### src/pkg/bcs_map.svh
// Register offsets, field positions, reset values and timing counts of the sequencer
//Function
//- Gates sit in one of six states, stepped cyclically; each step commutes.
//- States drive A/C, B/C, B/A, C/A, C/B, A/B high/low; third floats.
//- Run bit clear turns every gate off regardless of brake and direction.
//- Run and brake set turn all low sides on, high sides off.
//- On gate: high-side output low, low-side output high.
//- Off gate: high-side output high, low-side output low.
//- Electrical-cycle mode: speed output rises entering state 1, falls entering 4.
//- Commutation-rate mode: square wave, falling edge at each commutation point.
//- Speed output starts in electrical-cycle mode; serial port selects the other.
//- Speed output is open drain: pulls low, releases for high.
//- Fault output is open drain, active low, asserted on any fault.
//- Each serial transfer is one 16-bit word, msb first.
//- Serial input sampled on each rising serial clock edge.
//- Strobe high: ignore clock and data, serial output released.
//- Strobe falling drives diagnostic bit 15, the fault summary, out at once.
//- Position estimator and commutation timer adapt to sensed rotor position.
//- Three serially selectable modes: duty, current and speed control.
//- Control input sets operating state and supplies proportional demand.
//- Fixed off-time current limiter; limit lowered through serial port.
//- One combined fault flag; per-fault detail readable through serial port.
//- Motor speed is the electrical cycle frequency, as the speed output.
`ifndef BCS_MAP_SVH
`define BCS_MAP_SVH
`define BCS_ADDR_CTRL    4'h0
`define BCS_ADDR_PERIOD  4'h4
`define BCS_ADDR_STATUS  4'h8
`define BCS_ADDR_SERWORD 4'hC
`define BCS_CTRL_RUN     0
`define BCS_CTRL_BRAKE   1
`define BCS_CTRL_DIR     2
`define BCS_CTRL_SPDMODE 3
`define BCS_CTRL_OPM_LO  4
`define BCS_CTRL_ILIM_LO 6
`define BCS_CTRL_EXTEN   10
`define BCS_SER_WR       15
`define BCS_SER_SPDMODE  14
`define BCS_SER_OPM_LO   12
`define BCS_SER_ILIM_LO  8
`define BCS_RST_PERIOD   16'h1000
`define BCS_RST_ILIM     4'hF
`define BCS_CLK_MHZ      25
`define BCS_OFF_TIME_NS  50400
`define BCS_OFF_CYCLES   ((`BCS_OFF_TIME_NS * `BCS_CLK_MHZ + 999) / 1000)
`endif

### src/pkg/bcs_pkg.sv
// Types shared by the commutation sequencer
package bcs_pkg;
  typedef enum logic [2:0] {
    BCS_S1 = 3'b000,
    BCS_S2 = 3'b001,
    BCS_S3 = 3'b010,
    BCS_S4 = 3'b011,
    BCS_S5 = 3'b100,
    BCS_S6 = 3'b101
  } bcs_comm_t;
  typedef enum logic [1:0] {
    BCS_OPM_DUTY  = 2'b00,
    BCS_OPM_CURR  = 2'b01,
    BCS_OPM_SPEED = 2'b10
  } bcs_opm_t;
endpackage

### src/bcs_top.sv
// Six-state commutation sequencer with serial diagnostics and Wishbone registers
`include "bcs_map.svh"
module bcs_top
  import bcs_pkg::*;
#(
  parameter int PW = 16
) (
  input  wire logic          clk_i,
  input  wire logic          rst_i,
  input  wire logic          wb_cyc_i,
  input  wire logic          wb_stb_i,
  input  wire logic          wb_we_i,
  input  wire logic [3:0]    wb_adr_i,
  input  wire logic [3:0]    wb_sel_i,
  input  wire logic [31:0]   wb_dat_i,
  output logic      [31:0]   wb_dat_o,
  output logic               wb_ack_o,
  input  wire logic          ser_clk_i,
  input  wire logic          ser_in_i,
  input  wire logic          ser_strobe_n_i,
  output logic               ser_out_o,
  output logic               ser_out_oe_o,
  input  wire logic          ctl_in_i,
  input  wire logic          zero_cross_i,
  input  wire logic          ilim_trip_i,
  input  wire logic [3:0]    fault_i,
  output logic               high_gate_a_o,
  output logic               high_gate_b_o,
  output logic               high_gate_c_o,
  output logic               low_gate_a_o,
  output logic               low_gate_b_o,
  output logic               low_gate_c_o,
  output logic               speed_out_o,
  output logic               speed_out_oe_o,
  output logic               fault_out_n_o,
  output logic               fault_out_n_oe_o,
  output logic      [3:0]    ilim_level_o,
  output logic      [1:0]    op_mode_o,
  output logic      [PW-1:0] demand_o
);
  localparam logic [11:0] OFF_CYC = 12'(`BCS_OFF_CYCLES);

  typedef struct packed {
    logic [31:0]   rdat;
    logic          ack;
    logic          run;
    logic          brake;
    logic          dir;
    logic          spd_mode;
    logic [1:0]    opm;
    logic [3:0]    ilim;
    logic          ext_en;
    logic [PW-1:0] period_sw;
    logic [PW-1:0] period;
    logic [PW-1:0] timer;
    logic          zc_seen;
    bcs_comm_t     comm;
    logic          elec_cycle_pulse;
    logic          commutation_square;
    logic [2:0]    hg;
    logic [2:0]    lg;
    logic          spd_oe;
    logic          flt_oe;
    logic [11:0]   off_cnt;
    logic [5:0]    sa;
    logic [5:0]    sb;
    logic [1:0]    sc;
    logic [3:0]    s1f;
    logic [3:0]    s2f;
    logic          sck_d;
    logic          zc_d;
    logic          ctl_d;
    logic          stb_d;
    logic [15:0]   rx;
    logic [15:0]   tx;
    logic [4:0]    bits;
    logic [15:0]   ser_word;
    logic          ser_out;
    logic          sdo_oe;
    logic [3:0]    flt_lat;
    logic [PW-1:0] ctl_cnt;
    logic [PW-1:0] ctl_hi;
    logic [PW-1:0] demand;
  } st_t;

  st_t st;
  st_t next_st;

  // Gate pattern per state: {high a,b,c , low a,b,c}, one means conducting
  function automatic logic [5:0] gate_pat(input bcs_comm_t s);
    case (s)
      BCS_S1:  gate_pat = 6'b100_001;
      BCS_S2:  gate_pat = 6'b010_001;
      BCS_S3:  gate_pat = 6'b010_100;
      BCS_S4:  gate_pat = 6'b001_100;
      BCS_S5:  gate_pat = 6'b001_010;
      BCS_S6:  gate_pat = 6'b100_010;
      default: gate_pat = 6'b000_000;
    endcase
  endfunction

  function automatic bcs_comm_t step(input bcs_comm_t s, input logic down);
    case (s)
      BCS_S1:  step = down ? BCS_S6 : BCS_S2;
      BCS_S2:  step = down ? BCS_S1 : BCS_S3;
      BCS_S3:  step = down ? BCS_S2 : BCS_S4;
      BCS_S4:  step = down ? BCS_S3 : BCS_S5;
      BCS_S5:  step = down ? BCS_S4 : BCS_S6;
      BCS_S6:  step = down ? BCS_S5 : BCS_S1;
      default: step = BCS_S1;
    endcase
  endfunction

  logic          sck;
  logic          ser_in;
  logic          stb_n;
  logic          ctl;
  logic          zc;
  logic          trip;
  logic [3:0]    flt;
  logic          sck_rise;
  logic          sck_fall;
  logic          stb_fall;
  logic          stb_rise;
  logic          run_eff;
  logic          commute;
  logic          wr;
  logic [5:0]    pat;
  logic [15:0]   diag;
  logic [3:0]    flt_clr;
  logic [PW-1:0] delta;

  always_comb begin
    sck      = st.sa[1];
    ser_in      = st.sa[3];
    stb_n    = st.sa[5];
    ctl      = st.sb[1];
    zc       = st.sb[3];
    trip     = st.sb[5];
    flt      = st.s2f;
    sck_rise = sck & ~st.sck_d;
    sck_fall = ~sck & st.sck_d;
    stb_fall = ~stb_n & st.stb_d;
    stb_rise = stb_n & ~st.stb_d;
    run_eff  = st.run & (~st.ext_en | (st.demand != '0));
    commute  = run_eff & ~st.brake & (st.timer >= st.period);
    wr       = wb_cyc_i & wb_stb_i & wb_we_i & ~st.ack;
    delta    = st.period >> 4;
    diag     = {(|st.flt_lat), st.flt_lat, st.comm, (st.off_cnt != '0), 7'h00};
    flt_clr  = '0;
    pat      = gate_pat(st.comm);
    next_st  = st;

    // Pins cross into the clock domain through two flops each
    next_st.sa  = {st.sa[4], ser_strobe_n_i, st.sa[2], ser_in_i, st.sa[0], ser_clk_i};
    next_st.sb  = {st.sb[4], ilim_trip_i, st.sb[2], zero_cross_i, st.sb[0], ctl_in_i};
    next_st.s1f = fault_i;
    next_st.s2f = st.s1f;
    next_st.sck_d = sck;
    next_st.zc_d  = zc;
    next_st.ctl_d = ctl;
    next_st.stb_d = stb_n;

    // Control input: high time per period becomes the demand
    if (ctl & ~st.ctl_d) begin
      next_st.demand  = st.ctl_hi;
      next_st.ctl_cnt = '0;
      next_st.ctl_hi  = '0;
    end else if (&st.ctl_cnt) begin
      // A dead input means no demand rather than a stale one
      next_st.demand = '0;
    end else begin
      next_st.ctl_cnt = st.ctl_cnt + 1'b1;
      if (ctl) begin
        next_st.ctl_hi = st.ctl_hi + 1'b1;
      end
    end

    // Wishbone slave, one wait state
    next_st.ack = wb_cyc_i & wb_stb_i & ~st.ack;
    case (wb_adr_i)
      `BCS_ADDR_CTRL:    next_st.rdat = {21'h0, st.ext_en, st.ilim, st.opm, st.spd_mode,
                                         st.dir, st.brake, st.run};
      `BCS_ADDR_PERIOD:  next_st.rdat = {{(32-PW){1'b0}}, st.period_sw};
      `BCS_ADDR_STATUS:  next_st.rdat = {13'h0, st.comm, diag};
      `BCS_ADDR_SERWORD: next_st.rdat = {16'h0, st.ser_word};
      default:           next_st.rdat = 32'h0000_0000;
    endcase
    if (wr && wb_adr_i == `BCS_ADDR_CTRL) begin
      if (wb_sel_i[0]) begin
        next_st.run      = wb_dat_i[`BCS_CTRL_RUN];
        next_st.brake    = wb_dat_i[`BCS_CTRL_BRAKE];
        next_st.dir      = wb_dat_i[`BCS_CTRL_DIR];
        next_st.spd_mode = wb_dat_i[`BCS_CTRL_SPDMODE];
        next_st.opm      = wb_dat_i[`BCS_CTRL_OPM_LO +: 2];
        next_st.ilim[1:0] = wb_dat_i[`BCS_CTRL_ILIM_LO +: 2];
      end
      if (wb_sel_i[1]) begin
        next_st.ilim[3:2] = wb_dat_i[`BCS_CTRL_ILIM_LO + 2 +: 2];
        next_st.ext_en    = wb_dat_i[`BCS_CTRL_EXTEN];
      end
    end
    if (wr && wb_adr_i == `BCS_ADDR_PERIOD) begin
      if (wb_sel_i[0]) begin
        next_st.period_sw[7:0] = wb_dat_i[7:0];
      end
      if (wb_sel_i[1]) begin
        next_st.period_sw[PW-1:8] = wb_dat_i[PW-1:8];
      end
    end
    if (wr && wb_adr_i == `BCS_ADDR_STATUS && wb_sel_i[1]) begin
      flt_clr = wb_dat_i[14:11];
    end

    // Serial port: ignored entirely while the strobe is high
    if (stb_n) begin
      next_st.sdo_oe = 1'b0;
      next_st.bits   = '0;
    end
    if (stb_fall) begin
      next_st.sdo_oe = 1'b1;
      next_st.ser_out    = diag[15];
      next_st.tx     = {diag[14:0], 1'b0};
      next_st.bits   = '0;
    end else if (~stb_n) begin
      if (sck_rise) begin
        next_st.rx = {st.rx[14:0], ser_in};
        if (st.bits != 5'd31) begin
          next_st.bits = st.bits + 1'b1;
        end
      end
      if (sck_fall) begin
        next_st.ser_out = st.tx[15];
        next_st.tx  = {st.tx[14:0], 1'b0};
      end
    end
    // Only a whole word is acted on; short or long frames are dropped
    if (stb_rise && st.bits == 5'd16) begin
      next_st.ser_word = st.rx;
      flt_clr          = flt_clr | st.flt_lat;
      if (st.rx[`BCS_SER_WR]) begin
        next_st.spd_mode = st.rx[`BCS_SER_SPDMODE];
        next_st.opm      = st.rx[`BCS_SER_OPM_LO +: 2];
        next_st.ilim     = st.rx[`BCS_SER_ILIM_LO +: 4];
      end
    end

    // Latched faults; a new fault wins over a clear in the same cycle
    next_st.flt_lat = (st.flt_lat & ~flt_clr) | flt;
    next_st.flt_oe  = |next_st.flt_lat;

    // Current limiter: fixed off time after each trip
    if (trip && st.off_cnt == '0) begin
      next_st.off_cnt = OFF_CYC;
    end else if (st.off_cnt != '0) begin
      next_st.off_cnt = st.off_cnt - 1'b1;
    end

    // Commutation timer and position estimator
    if (!run_eff || st.brake) begin
      next_st.timer   = '0;
      next_st.period  = st.period_sw;
      next_st.zc_seen = 1'b0;
    end else if (commute) begin
      next_st.timer   = '0;
      next_st.zc_seen = 1'b0;
      next_st.comm    = step(st.comm, st.dir);
      if (!st.zc_seen && (st.period + delta) > st.period) begin
        next_st.period = st.period + delta;
      end
      if (next_st.comm == BCS_S1) begin
        next_st.elec_cycle_pulse = 1'b1;
      end
      if (next_st.comm == BCS_S4) begin
        next_st.elec_cycle_pulse = 1'b0;
      end
      next_st.commutation_square = 1'b0;
    end else begin
      next_st.timer = st.timer + 1'b1;
      if (st.timer == (st.period >> 1)) begin
        next_st.commutation_square = 1'b1;
      end
      if (zc & ~st.zc_d & ~st.zc_seen) begin
        next_st.zc_seen = 1'b1;
        // Early crossing means the rotor leads the estimate: speed up
        if (st.timer < (st.period >> 1) && delta != '0) begin
          next_st.period = st.period - delta;
        end
      end
    end

    // Gate drive: coast, brake or run pattern
    if (!st.run) begin
      next_st.hg = 3'b111;
      next_st.lg = 3'b000;
    end else if (st.brake) begin
      next_st.hg = 3'b111;
      next_st.lg = 3'b111;
    end else if (!run_eff) begin
      next_st.hg = 3'b111;
      next_st.lg = 3'b000;
    end else begin
      // High sides stay off during the limiter off time
      next_st.hg = ~(pat[5:3] & {3{st.off_cnt == '0}});
      next_st.lg = pat[2:0];
    end

    // Open-drain speed output; enable pulls the line low
    next_st.spd_oe = st.spd_mode ? ~st.commutation_square
                                 : ~st.elec_cycle_pulse;
  end

  always_ff @(posedge clk_i) begin
    if (rst_i) begin
      st           <= '0;
      st.comm      <= BCS_S1;
      st.period_sw <= PW'(`BCS_RST_PERIOD);
      st.period    <= PW'(`BCS_RST_PERIOD);
      st.ilim      <= `BCS_RST_ILIM;
      st.spd_mode  <= 1'b0;
      st.hg        <= 3'b111;
      st.spd_oe    <= 1'b1;
      // Idle link levels: strobe and clock high, so no false edge follows reset
      st.sa        <= 6'b110_011;
      st.sck_d     <= 1'b1;
      st.stb_d     <= 1'b1;
    end else begin
      st <= next_st;
    end
  end

  assign wb_dat_o         = st.rdat;
  assign wb_ack_o         = st.ack;
  assign ser_out_o        = st.ser_out;
  assign ser_out_oe_o     = st.sdo_oe;
  assign high_gate_a_o    = st.hg[2];
  assign high_gate_b_o    = st.hg[1];
  assign high_gate_c_o    = st.hg[0];
  assign low_gate_a_o     = st.lg[2];
  assign low_gate_b_o     = st.lg[1];
  assign low_gate_c_o     = st.lg[0];
  assign speed_out_o      = 1'b0;
  assign speed_out_oe_o   = st.spd_oe;
  assign fault_out_n_o    = 1'b0;
  assign fault_out_n_oe_o = st.flt_oe;
  assign ilim_level_o     = st.ilim;
  assign op_mode_o        = st.opm;
  assign demand_o         = st.demand;
endmodule

### config.mk
export PLATFORM = sky130hd
export DESIGN_NAME = bcs_top
export DESIGN_NICKNAME = d
export VERILOG_FILES = /design/src/pkg/bcs_pkg.sv /design/src/bcs_top.sv
export VERILOG_INCLUDE_DIRS = /design/src /design/src/pkg
export SDC_FILE = /design/constraint.sdc
export NUM_CORES = 1
export LEC_CHECK = 0
export ABC_AREA = 0
export BUFFER_PORTS_ARGS = -buffer_cell sky130_fd_sc_hd__buf_2
export CAP_MARGIN = 10
export CORE_MARGIN = 2
export CORE_UTILIZATION = 30
export CTS_BUF_LIST = sky130_fd_sc_hd__clkbuf_8
export CTS_CLUSTER_DIAMETER = 30
export DETAILED_ROUTE_END_ITERATION = 16
export PLACE_DENSITY_LB_ADDON = 0.25
export SYNTH_ARGS = -nofsm -noshare
export SYNTH_HDL_FRONTEND = slang
export SYNTH_SLANG_ARGS = --single-unit
### constraint.sdc
create_clock -name clk_i -period 4.2 [get_ports clk_i]
set_clock_uncertainty 0.15 [all_clocks]
set_input_delay 1.26 -clock clk_i [delete_from_list [all_inputs] [get_ports clk_i]]
set_output_delay 1.26 -clock clk_i [all_outputs]
set_load 0.005 [all_outputs]
* After elaboration in Yosys (flattened, before gate mapping) *
Index checks and enable logic that the tools add are counted.

word-level totals
  register bits = 241
  input port bits = 55
  output and inout port bits = 67

cells by class
  add/sub/neg operators = 7
  $lt $le $gt $ge = 3
  equal/unequal tests = 14
  mux-type cells = 48
  bitwise gates (word level) = 38
  reductions and logical operators = 46

operators by type and width
  operator                                       count
  2-to-1 mux 16 bit                              6
  one-hot mux 19 bit (4 select lines)            1
  2-to-1 mux 33 bit                              2
  adder 16 x 1 -> 16 bit, second input constant  3
  2-to-1 mux 21 bit                              2
  one-hot mux 6 bit (6 select lines)             1
  nonzero test 16 bit                            2
  2-to-1 mux 3 bit                               9
  2-to-1 mux 11 bit                              2
  one-hot mux 3 bit (6 select lines)             1
  NOT 1 bit                                      17
  adder 16 x 12 -> 16 bit                        1
  equality test 16 x 15 -> 1 bit                 1
  greater-or-equal comparator 16 bit             1
  greater-than comparator 16 bit                 1
  less-than comparator 16 x 15 -> 1 bit          1
  AND reduction 16 bit                           1
  AND reduction 2 bit                            8
  subtractor 16 x 12 -> 16 bit                   1
  2-to-1 mux 5 bit                               3
  bitwise AND 1 bit                              14
  2-to-1 mux 7 bit                               2
  logical NOT 12 bit                             1
  2-to-1 mux 1 bit                               12
  other kinds (32)                               63

* Logic depth before layout (Yosys ltp) *
Gate-level depths: netlist of the first run.

  depth in word-level cells = 12
  depth in mapped cells = 21

* Worst setup path before layout of the first run *
No wires, ideal clock.

  kind = register to register
  start = reg st (netlist bit delta[4])
  end = reg st (netlist bit delta[11])
  setup time = 88 ps
  arrival time = 4423 ps
  required time = 3962 ps
  slack = -461 ps
  stages on the path, launching flop included = 19
  buffers on the path = 1
  cells stage by stage = dfxtp_1 -> inv_1 -> ha_1 -> clkbuf_1 -> or3_1 -> o211ai_1 -> o311ai_0 -> o31ai_1 -> a21oi_1 -> o21bai_1 -> ha_1 -> nand2b_1 -> or3_1 -> o32a_1 -> a31oi_1 -> nor4_4 -> o31a_1 -> or3_1 -> a311oi_2

on the way
  longest elaborated chain between the ends = 5
  elaborated cells between the ends (all ways) = 18
  those cells by class = 2 x add/sub; 3 x order compare; 1 x eq/ne; 5 x mux; 1 x bitwise; 6 x reduce/logical

RTL lines
  what                                                                            line                                            RTL
  from (decl)                                                                     bcs_top.sv:86                                   st_t st;
  from (signal assigned)                                                          bcs_top.sv:328                                  st <= next_st;
  adder 16 x 12 -> 16 bit / subtractor 16 x 12 -> 16 bit (equally long branches)  bcs_top.sv:268, bcs_top.sv:269, bcs_top.sv:287
  greater-than comparator 16 bit / 2-to-1 mux 16 bit (equally long branches)      bcs_top.sv:268, bcs_top.sv:286
  logical AND 1 bit / 2-to-1 mux 16 bit (equally long branches)                   bcs_top.sv:268, bcs_top.sv:283
  != test 3 x 1 -> 1 bit (no line) / 2-to-1 mux 33 bit (equally long branches)    n/a
  AND reduction 3 bit (no line) / 2-to-1 mux 33 bit (equally long branches)       n/a

Several ways; a longest one is shown, not always the timed one. The select of a mux whose other input is x is not followed.
A chain may end at the register's enable or synchronous reset.

* Worst setup path in the final report of the first run *
  start = reg st (netlist bit delta[2])
  end = reg st (netlist bit delta[4])

The elaborated chain is that of the path after synthesis.

==> impl_metrics.csv, run 1 <==
group,metric,value,unit
run_status,status,"finished with violations",
run_status,violations,"setup timing",
grt,grtUsageMet3,2.80,%
setup_path,critical_path.top_delay_family,"compound AO/OA/AOI/OAI gates",
placement,dp.cells,2008,
drt,via_per_inst,4.92,
die,fp.dieW,203,um
sta,worst_slew_pin_slew,1.10,ns
sta,min_period_over_period,106,%
die,core_area,38900,um^2
layout,drive_above_1_share,22.8,%
synth,synthCells,1414,
synth,netlist.area_leader.share,38.4,%
grt,grt_antenna_before_repair,0,
clock_tree,h-tree-depth,2,
placement,gp_congestion,0.863,
synth,synth_async_sr_flop_share,0,%
clock_tree,clock_path_buffers,3,
setup_path,crit_arrival,4.75,ns
synth,synth.cell_area,11900,um^2
placement,dp.final_hpwl,24.3,mm
synth,netlist_top_cells_area,"dfxtp_1, ha_1, a21oi_1",
sta,setup_viol,16,
setup_path,cp_slowest_cell,"o31a_4",
drt,postRouteAntennaNets,0,
placement,dpl_cell_area,13200,um^2
sta,holdWs,0.254,ns
grt,met1_usage,21.9,%
synth,seq_area_frac_synth,38.4,%
placement,io_buffers,88,
drt,dr_total_vias,10400,
clock_tree,cts_buffers,56,
grt,grt_max_degree,77,
setup_path,cp.required,4.50,ns
die,rows,72,
layout,nets,1687,
synth,ys_types,78,
die,initial_core_util,30.6,%
setup_path,crit_chain,"buf_4 -> ha_1 -> buf_4 -> inv_1 -> o311ai_2 -> o31ai_2 -> buf_4 -> a21oi_2 -> o21bai_2 -> ha_1 -> nand2b_4 -> or3_1 -> o32a_1 -> buf_4 -> nand3_2 -> a311o_1 -> o31a_4 -> bufbuf_16 -> o211ai_1 -> a21oi_1",
grt,grt_overflow,0,
power,p_total,6170,uW
clock_tree,insertion_delay,0.60,ns
die,chipHeight,203,um
drt,dr.pass1.iters,5,
sta,hold_viol_final,0,
layout,finalInstanceArea,15000,um^2
layout,synthToLayoutAreaGrowth,26.2,%
min_path,worstHoldPathType,"reg2reg",
sta,slew-limit-headroom,26.6,%
die,die-area,41300,um^2
synth,synth_edf_count,0,
power,power_density,411,nW/um^2
sta,timing.final.ws_setup,-0.246,ns
die,boundaryPins,122,
setup_path,crit_path_max_incr_delay,0.40,ns
drt,post_drt_wl_per_cell,15.9,um
clock_tree,hold_buffers,0,
grt,met2_usage,26.2,%
synth,synth_ff_type,"dfxtp_1",
setup_path,crit_buf_inv,6,
synth,ys_ff_latch,228,
sta,fin_crit,4.45,ns
setup_path,endpoint_kind,"flop",
layout,fin_cells,2118,
clock_tree,cts_tree,"done",
clock_tree,clock_sinks,228,
sta,fmax,225,MHz
placement,dp_slack,-0.545,ns
drt,drc,0,
clock_tree,path_clk_slew,0.05,ns
sta,rsz0062_at_grt,"true",
grt,grt_first_pass_wirelength,54.1,mm
grt,grt_busiest_layer,"met2",
grt,grt_usage,16.3,%
grt,grt_pass1_vias,10100,
drt,drt-initial-drc-count,574,
power,vdd.ir_drop.worst,0.248,mV
synth,synth_largest_area_cell,"dfxtp_1",
clock_tree,cts_root_buffer,"clkbuf_8",
drt,totalWireLength,33.8,mm
power,cellLeakagePower,0.00601,uW
setup_path,start_kind,"flop",
synth,syn_avg_cell_area,8.41,um^2
synth,yosysWarnings,0,
setup_path,critPathMaxFanout,6,
setup_path,path_class,"reg2reg",
layout,antenna_cells,0,
run,maxCapViolCount,0,
sta,slew_viol_final,0,
setup_path,cp_common_cell,"buf_4",
==> cells in the final DEF, fill, tap and decap left out, types with 25 or more instances in the layout <==
master,netlist,final
o21ai_0,34,30
nor3_1,31,31
a21oi_1,140,135
buf_4,57,94
a22oi_1,25,25
ha_1,76,70
nand3_1,47,46
nand2_1,151,151
clkbuf_8,0,62
xor2_1,31,30
mux2i_1,34,34
inv_1,38,41
dfxtp_1,228,221
nor2b_1,34,34
buf_2,7,87
nor2_1,149,149
xnor2_1,35,34
==> timing repair <==
action | 4_1_cts | 5_1_grt
gates resized for setup | 44 | 16
setup endpoints to repair | 16 | 16
gates cloned | 1 | 0
pin swaps | 32 | 16
buffers inserted | 6 | 2
endpoints found under the hold margin | 0 | 0
==> metrics by stage <==
stage	util (%)	setup TNS (ns)
finish	38.6	-2.81
detailed placement	33.9	-7.59
floorplan	-	-0.193
global route	38.6	-5.74
CTS	38.4	-2.43
global placement	33.9	-7.15
==> sequential cells by signal, summed over array words and instances, names as in the netlist, 2 cells and up <==
signal,count
delta,12
demand_o,16
diag,7
flt,4
ilim_level_o,4
next_st,13
op_mode_o,2
st,138
wb_dat_o,19
==> cell usage after synthesis (35+ instances only) <==
library cell	number
inv_1	38
a21oi_1	140
dfxtp_1	228
xnor2_1	35
ha_1	76
nand2_1	151
clkbuf_1	57
buf_4	57
nor2_1	149
nand3_1	47
==> cell families (layout without fill, tap and decap cells) <==
| logic type | Yosys count | count (layout) | synth area share (%) |
|---|---|---|---|
| adder cells (fa/ha/maj) | 78 | 78 | 8.33 |
| AND/OR/NAND/NOR | 540 | 540 | 22.0 |
| AO/OA/AOI/OAI | 305 | 305 | 16.5 |
| XOR/XNOR | 66 | 66 | 4.86 |
| flip-flops | 228 | 228 | 38.4 |
| buffers and inverters | 162 | 334 | 7.05 |
| multiplexers | 34 | 34 | 2.86 |
| other | 1 | 15 | 0.0315 |
==> path summary, 6_finish.rpt <==
check | startpoint | to | slack, ns | cells past startpoint
setup / recovery | delta[2]$_SDFFE_PP0P_ | delta[4]$_SDFFE_PP0P_ | -0.25 | 20
hold / removal | next_st[132]$_SDFF_PP1_ | next_st[107]$_SDFF_PP1_ | 0.25 | 1
setup reg to reg | delta[2]$_SDFFE_PP0P_ | delta[4]$_SDFFE_PP0P_ | -0.25 | 20
hold reg to reg | next_st[132]$_SDFF_PP1_ | next_st[107]$_SDFF_PP1_ | 0.25 | 1
==> layout make-up <==
class	instances	area, um^2
Tap cell	518	648
Multi-Input combinational cell	1038	6870
Clock inverter	42	632
Clock buffer	62	853
Fill cell	4035	23900
Inverter	39	146
Timing Repair Buffer	191	1290
Sequential cell	228	4580
==> power by group <==
part	internal, uW	leakage, uW	switching [uW]
logic	173	0.00342	248
clock network	2320	0.000741	1150
registers	2230	0.00185	62.9
==> routing by layer <==
metal / vias up / wire length [um]
li1: 5221 / -
met1: 4914 / 15800
met2: 217 / 15600
met3: 58 / 1470
met4: 0 / 911
met5: - / 0
Note: power is estimated with default switching activity, not from simulation.
==> run 2: changes to the inputs <==
Settings changed: CORE_UTILIZATION 30 to 56, GPL_TIMING_DRIVEN set to 0.
==> run 2 against run 1 <==
The run still ends with setup timing left; via count rose by 4.2%; non-clock buffer count rose by 40; sequential cell count did not move; global-route usage rose by 12 points; critical endpoint is now delta[9]$_SDFFE_PP0P_; clock power fell by 36%; utilization rose by 29 points; die area fell by 46%; largest cell class unchanged; final area fell by 6.0%; first-iteration DRC count rose by 66%; clock-buffer cell count fell by 10; fmax rose by 1.2%.
==> impl_metrics.csv, run 2 (same netlist as run 1, synthesis figures left out) <==
group,metric,value,unit
sta,hold_viol_final,0,
setup_path,path_class,"reg2reg",
clock_tree,insertion_delay,0.55,ns
drt,postRouteAntennaNets,0,
layout,max_flop_register,"st",
die,rows,53,
drt,totalWireLength,32.0,mm
sta,rsz0062_at_grt,"true",
clock_tree,path_clk_slew,0.06,ns
sta,tns,-1.84,ns
setup_path,cp.required,4.50,ns
power,vdd.ir_drop.worst,0.260,mV
run_status,violations,"setup timing",
drt,post_drt_wl_per_cell,17.0,um
drt,dr_total_vias,10900,
setup_path,crit_path_max_incr_delay,0.38,ns
grt,grt_antenna_before_repair,0,
setup_path,cp_slowest_cell,"or3_1",
die,die-area,22400,um^2
placement,gp_congestion,0.968,
setup_path,crit_chain,"inv_6 -> ha_4 -> or3_4 -> o211ai_1 -> o311ai_2 -> o31ai_2 -> buf_4 -> xnor2_2 -> ha_1 -> nand4_1 -> or2_4 -> a21oi_4 -> o41ai_4 -> a31oi_4 -> nor4_4 -> o31a_1 -> or3_1 -> a311oi_2",
layout,synthToLayoutAreaGrowth,18.6,%
setup_path,crit_arrival,4.70,ns
die,fp.dieW,150,um
layout,nets,1713,
clock_tree,cts_root_buffer,"clkbuf_8",
setup_path,start_kind,"flop",
power,cellLeakagePower,0.00572,uW
drt,wl_met3,2.66,mm
clock_tree,hold_buffers,0,
layout,layout_commonest_cell,"dfxtp_1",
layout,drive_above_1_share,20.1,%
die,core_area,21000,um^2
sta,min_period_over_period,105,%
clock_tree,cts_tree,"done",
sta,slew_viol_final,0,
placement,dp_slack,-0.926,ns
grt,grt_pass1_vias,10000,
drt,dr.pass1.iters,6,
layout,fillers,1776,
sta,setup_viol,16,
grt,grt_usage,28.1,%
min_path,worstHoldPathType,"reg2reg",
layout,antenna_cells,0,
sta,timing.final.ws_setup,-0.195,ns
drt,via_per_inst,5.76,
run_status,status,"finished with violations",
clock_tree,clock_sinks,228,
placement,io_buffers,88,
sta,worst_slew_pin_slew,1.09,ns
drt,drc,0,
drt,drt-initial-drc-count,952,
drt,wl_met2,14.3,mm
die,chipHeight,150,um
die,boundaryPins,122,
placement,dp.final_hpwl,23.2,mm
layout,largest_reg_flops,138,
layout,final_core_util,67.4,%
setup_path,critPathMaxFanout,7,
grt,grt_overflow,0,
drt,top_layer,"met4",
clock_tree,clock_path_buffers,3,
layout,fin_cells,1884,
sta,fmax,228,MHz
die,initial_core_util,56.8,%
sta,slew-limit-headroom,26.6,%
clock_tree,cts_buffers,42,
layout,final_cell_mix,"dfxtp_1, nand2_1, nor2_1",
placement,dp.cells,1791,
setup_path,endpoint_kind,"flop",
sta,fin_crit,4.39,ns
power,power_density,350,nW/um^2
drt,wl_met1,14.0,mm
grt,grt_max_degree,13,
run,maxCapViolCount,0,
clock_tree,h-tree-depth,2,
grt,grt_first_pass_wirelength,50.6,mm
[run 2: cell count changes in the layout (fill, tap and decap cells not counted), moves of 5 or more]
cell and change:
dfxtp_4 +5, buf_4 -12, bufinv_16 -13, clkbuf_1 +52
buf_2 +6, o311ai_0 +5, clkbuf_8 -10, buf_6 -6
inv_1 -6
[run 2: critical path: cells and delay by family (launching register included)]
| family | cells | cell delay [ns] |
|---|---|---|
| compound gates | 8 | 1.72 |
| xor+xnor | 1 | 0.06 |
| fa+ha+maj | 2 | 0.54 |
| buf+inv | 2 | 0.23 |
| flops | 1 | 0.37 |
| simple gates | 5 | 1.21 |
[run 2: layout make-up]
cell class | count | area (um^2) | share of cell area, %
Buffer | 119 | 683 | 4.84
Clock buffer | 52 | 716 | 5.07
Multi-Input combinational cell | 1038 | 6810 | 48.2
Timing Repair Buffer | 112 | 621 | 4.40
Sequential cell | 228 | 4590 | 32.6
Inverter | 39 | 169 | 1.20
Clock inverter | 21 | 181 | 1.29
Tap cell | 275 | 344 | 2.44
[run 2: report_power, final]
group	switching (uW)	total, uW	internal, uW	leakage, uW
clock network	953	2210	1260	0.000473
registers	54.1	2280	2220	0.00185
logic	274	450	176	0.00339
[run 2: what timing repair did]
item	in CTS	in global routing
pin swaps	24	2
endpoints found under the setup margin	16	26
setup buffers	24	0
gates resized for setup	56	16
[run 2: worst paths after layout]
kind / from / endpoint / slack (ns) / cells after the start
max: delta[4]$_SDFFE_PP0P_ / delta[9]$_SDFFE_PP0P_ / -0.19 / 18
max reg2reg: delta[4]$_SDFFE_PP0P_ / delta[9]$_SDFFE_PP0P_ / -0.19 / 18
min reg2reg: next_st[132]$_SDFF_PP1_ / next_st[107]$_SDFF_PP1_ / 0.26 / 1
min: next_st[132]$_SDFF_PP1_ / next_st[107]$_SDFF_PP1_ / 0.26 / 1
[run 2: metrics by stage]
step                total power (uW)  hold WS (ns)  cell area, um^2
floorplan                       2630         0.239            12000
global placement                2740         0.243            12800
detailed placement              2750         0.247            12800
CTS                             4950         0.261            14100
global route                    5130         0.289            14100
finish                          4940         0.259            14100
[run 2: layer usage]
layer / vias up / global-route usage (%)
li1: 5268 / -
met1: 5037 / 37.9
met2: 452 / 43.8
met3: 93 / 6.10
met4: 0 / 11.2
met5: - / 0
==> run 3: changes to the inputs <==
Settings changed: PLACE_DENSITY set to 0.8, PLACE_DENSITY_LB_ADDON 0.25 to unset.
==> run 3 against run 2 <==
Clock-buffer cell count fell by 2; sequential share of layout area shrank 0.33 points; highest routed layer unchanged; critical endpoint unchanged; the run still ends with setup timing left; worst hold slack got worse by 0.0016 ns; via count grew 1.9%; global-route usage is 1.2 points higher; utilization up 0.73 points; critical path type unchanged; largest cell class unchanged; die area did not move.
==> impl_metrics.csv, run 3 (same netlist as run 1, synthesis figures left out) <==
group,metric,value,unit
setup_path,endpoint_kind,"flop",
sta,fin_crit,4.53,ns
die,boundaryPins,122,
grt,grt_usage,29.3,%
setup_path,cp_slowest_cell,"or3_4",
drt,dr.pass1.iters,8,
clock_tree,clock_path_buffers,3,
layout,finalInstanceArea,14300,um^2
setup_path,start_kind,"flop",
sta,fmax,221,MHz
grt,grt_antenna_before_repair,0,
grt,grt_overflow,0,
placement,gp_congestion,0.976,
run,maxCapViolCount,0,
placement,dp.final_hpwl,23.6,mm
placement,io_buffers,88,
die,fp.dieW,150,um
clock_tree,cts_root_buffer,"clkbuf_8",
sta,rsz0062_at_grt,"true",
clock_tree,cts_tree,"done",
layout,max_flop_register,"st",
drt,drt-initial-drc-count,893,
sta,setup_viol,16,
clock_tree,path_clk_slew,0.06,ns
setup_path,path_class,"reg2reg",
clock_tree,insertion_delay,0.56,ns
run_status,status,"finished with violations",
run_status,violations,"setup timing",
grt,grt_max_degree,13,
setup_path,critical_path.top_delay_family,"compound AO/OA/AOI/OAI gates",
sta,min_period_over_period,108,%
grt,grt_pass1_vias,10600,
layout,fillers,1667,
layout,nets,1719,
setup_path,cp.required,4.52,ns
setup_path,critPathMaxFanout,6,
die,core_area,21000,um^2
drt,via_per_inst,5.85,
layout,layout_commonest_cell,"dfxtp_1",
drt,drc,0,
layout,final_cell_mix,"dfxtp_1, nand2_1, nor2_1",
clock_tree,h-tree-depth,2,
layout,antenna_cells,0,
grt,grt_first_pass_wirelength,52.7,mm
sta,tns,-4.16,ns
setup_path,crit_arrival,4.85,ns
layout,drive_above_1_share,20.4,%
drt,dr_total_vias,11100,
drt,totalWireLength,33.5,mm
clock_tree,clock_sinks,228,
layout,synthToLayoutAreaGrowth,19.9,%
clock_tree,hold_buffers,0,
drt,post_drt_wl_per_cell,17.7,um
power,power_density,363,nW/um^2
drt,postRouteAntennaNets,0,
sta,slew_viol_final,0,
die,initial_core_util,56.8,%
die,rows,53,
die,chipHeight,150,um
min_path,worstHoldPathType,"reg2reg",
sta,slew-limit-headroom,18.3,%
die,die-area,22400,um^2
placement,dpl_cell_area,12800,um^2
setup_path,crit_path_max_incr_delay,0.39,ns
sta,worst_slew_pin_slew,1.22,ns
power,vdd.ir_drop.worst,0.379,mV
sta,timing.final.ws_setup,-0.332,ns
power,cellLeakagePower,0.00576,uW
sta,hold_viol_final,0,
setup_path,crit_chain,"inv_6 -> ha_4 -> or3_4 -> o211ai_1 -> o311ai_4 -> o31ai_2 -> buf_4 -> xnor2_2 -> ha_1 -> nand4_1 -> or2_4 -> a21oi_4 -> o41ai_4 -> a31oi_4 -> nor4_4 -> o31a_1 -> or3_1 -> a311oi_2",
clock_tree,cts_buffers,43,
setup_path,crit_buf_inv,2,
layout,largest_reg_flops,138,
run 3: layout make-up:
class | count | area [um^2] | area share [%]
Buffer | 119 | 683 | 4.79
Tap cell | 275 | 344 | 2.41
Clock inverter | 24 | 297 | 2.08
Clock buffer | 50 | 688 | 4.82
Inverter | 39 | 171 | 1.20
Multi-Input combinational cell | 1038 | 6830 | 47.9
Timing Repair Buffer | 117 | 658 | 4.61
Sequential cell | 228 | 4600 | 32.2
run 3: worst register-to-register path: stages (launching register included):
cell	delay, ns
dfxtp_4	0.37
inv_6	0.04
ha_4	0.23
or3_4	0.39
o211ai_1	0.29
o311ai_4	0.19
o31ai_2	0.28
buf_4	0.19
xnor2_2	0.06
ha_1	0.32
nand4_1	0.16
or2_4	0.29
a21oi_4	0.15
o41ai_4	0.12
a31oi_4	0.20
nor4_4	0.07
o31a_1	0.33
or3_1	0.39
a311oi_2	0.24
run 3: timing repair:
| action | 4_1_cts | 5_1_grt |
|---|---|---|
| resized for setup | 55 | 20 |
| setup endpoints to repair | 16 | 26 |
| pin swaps | 19 | 6 |
| buffers inserted | 24 | 6 |
run 3: metrics by stage:
step | utilization (%) | cells | setup WS (ns) | total power (uW) | hold WS [ns]
6_report | 68.1 | 1890 | -0.332 | 5180 | 0.257
4_1_cts | 67.6 | 1885 | -0.186 | 5190 | 0.259
2_1_floorplan | - | 1428 | -0.109 | 2630 | 0.239
5_1_grt | 68.1 | 1890 | -0.476 | 5370 | 0.280
3_3_place_gp | 61.2 | 1791 | -0.814 | 2740 | 0.242
3_5_place_dp | 61.2 | 1791 | -0.880 | 2750 | 0.245
run 3: metal layers:
layer | part of all wire, % | vias up | track usage, %
met1 | 42 | 5167 | 38.2
met5 | 0 | - | 0
li1 | - | 5257 | -
met4 | 4.0 | 0 | 14.1
met3 | 8.6 | 105 | 6.07
met2 | 45 | 523 | 46.3
run 3: path summary, 6_finish.rpt:
path,to,startpoint,slack [ns],depth (start not counted)
max,delta[9]$_SDFFE_PP0P_,delta[3]$_SDFFE_PP0P_,-0.33,18
max reg2reg,delta[9]$_SDFFE_PP0P_,delta[3]$_SDFFE_PP0P_,-0.33,18
min,next_st[107]$_SDFF_PP1_,next_st[132]$_SDFF_PP1_,0.26,1
min reg2reg,next_st[107]$_SDFF_PP1_,next_st[132]$_SDFF_PP1_,0.26,1
run 3: power by group:
| part | switching (uW) | internal, uW |
|---|---|---|
| Sequential | 53.6 | 2220 |
| Clock | 984 | 1470 |
| Combinational | 274 | 178 |
| Total | 1310 | 3870 |
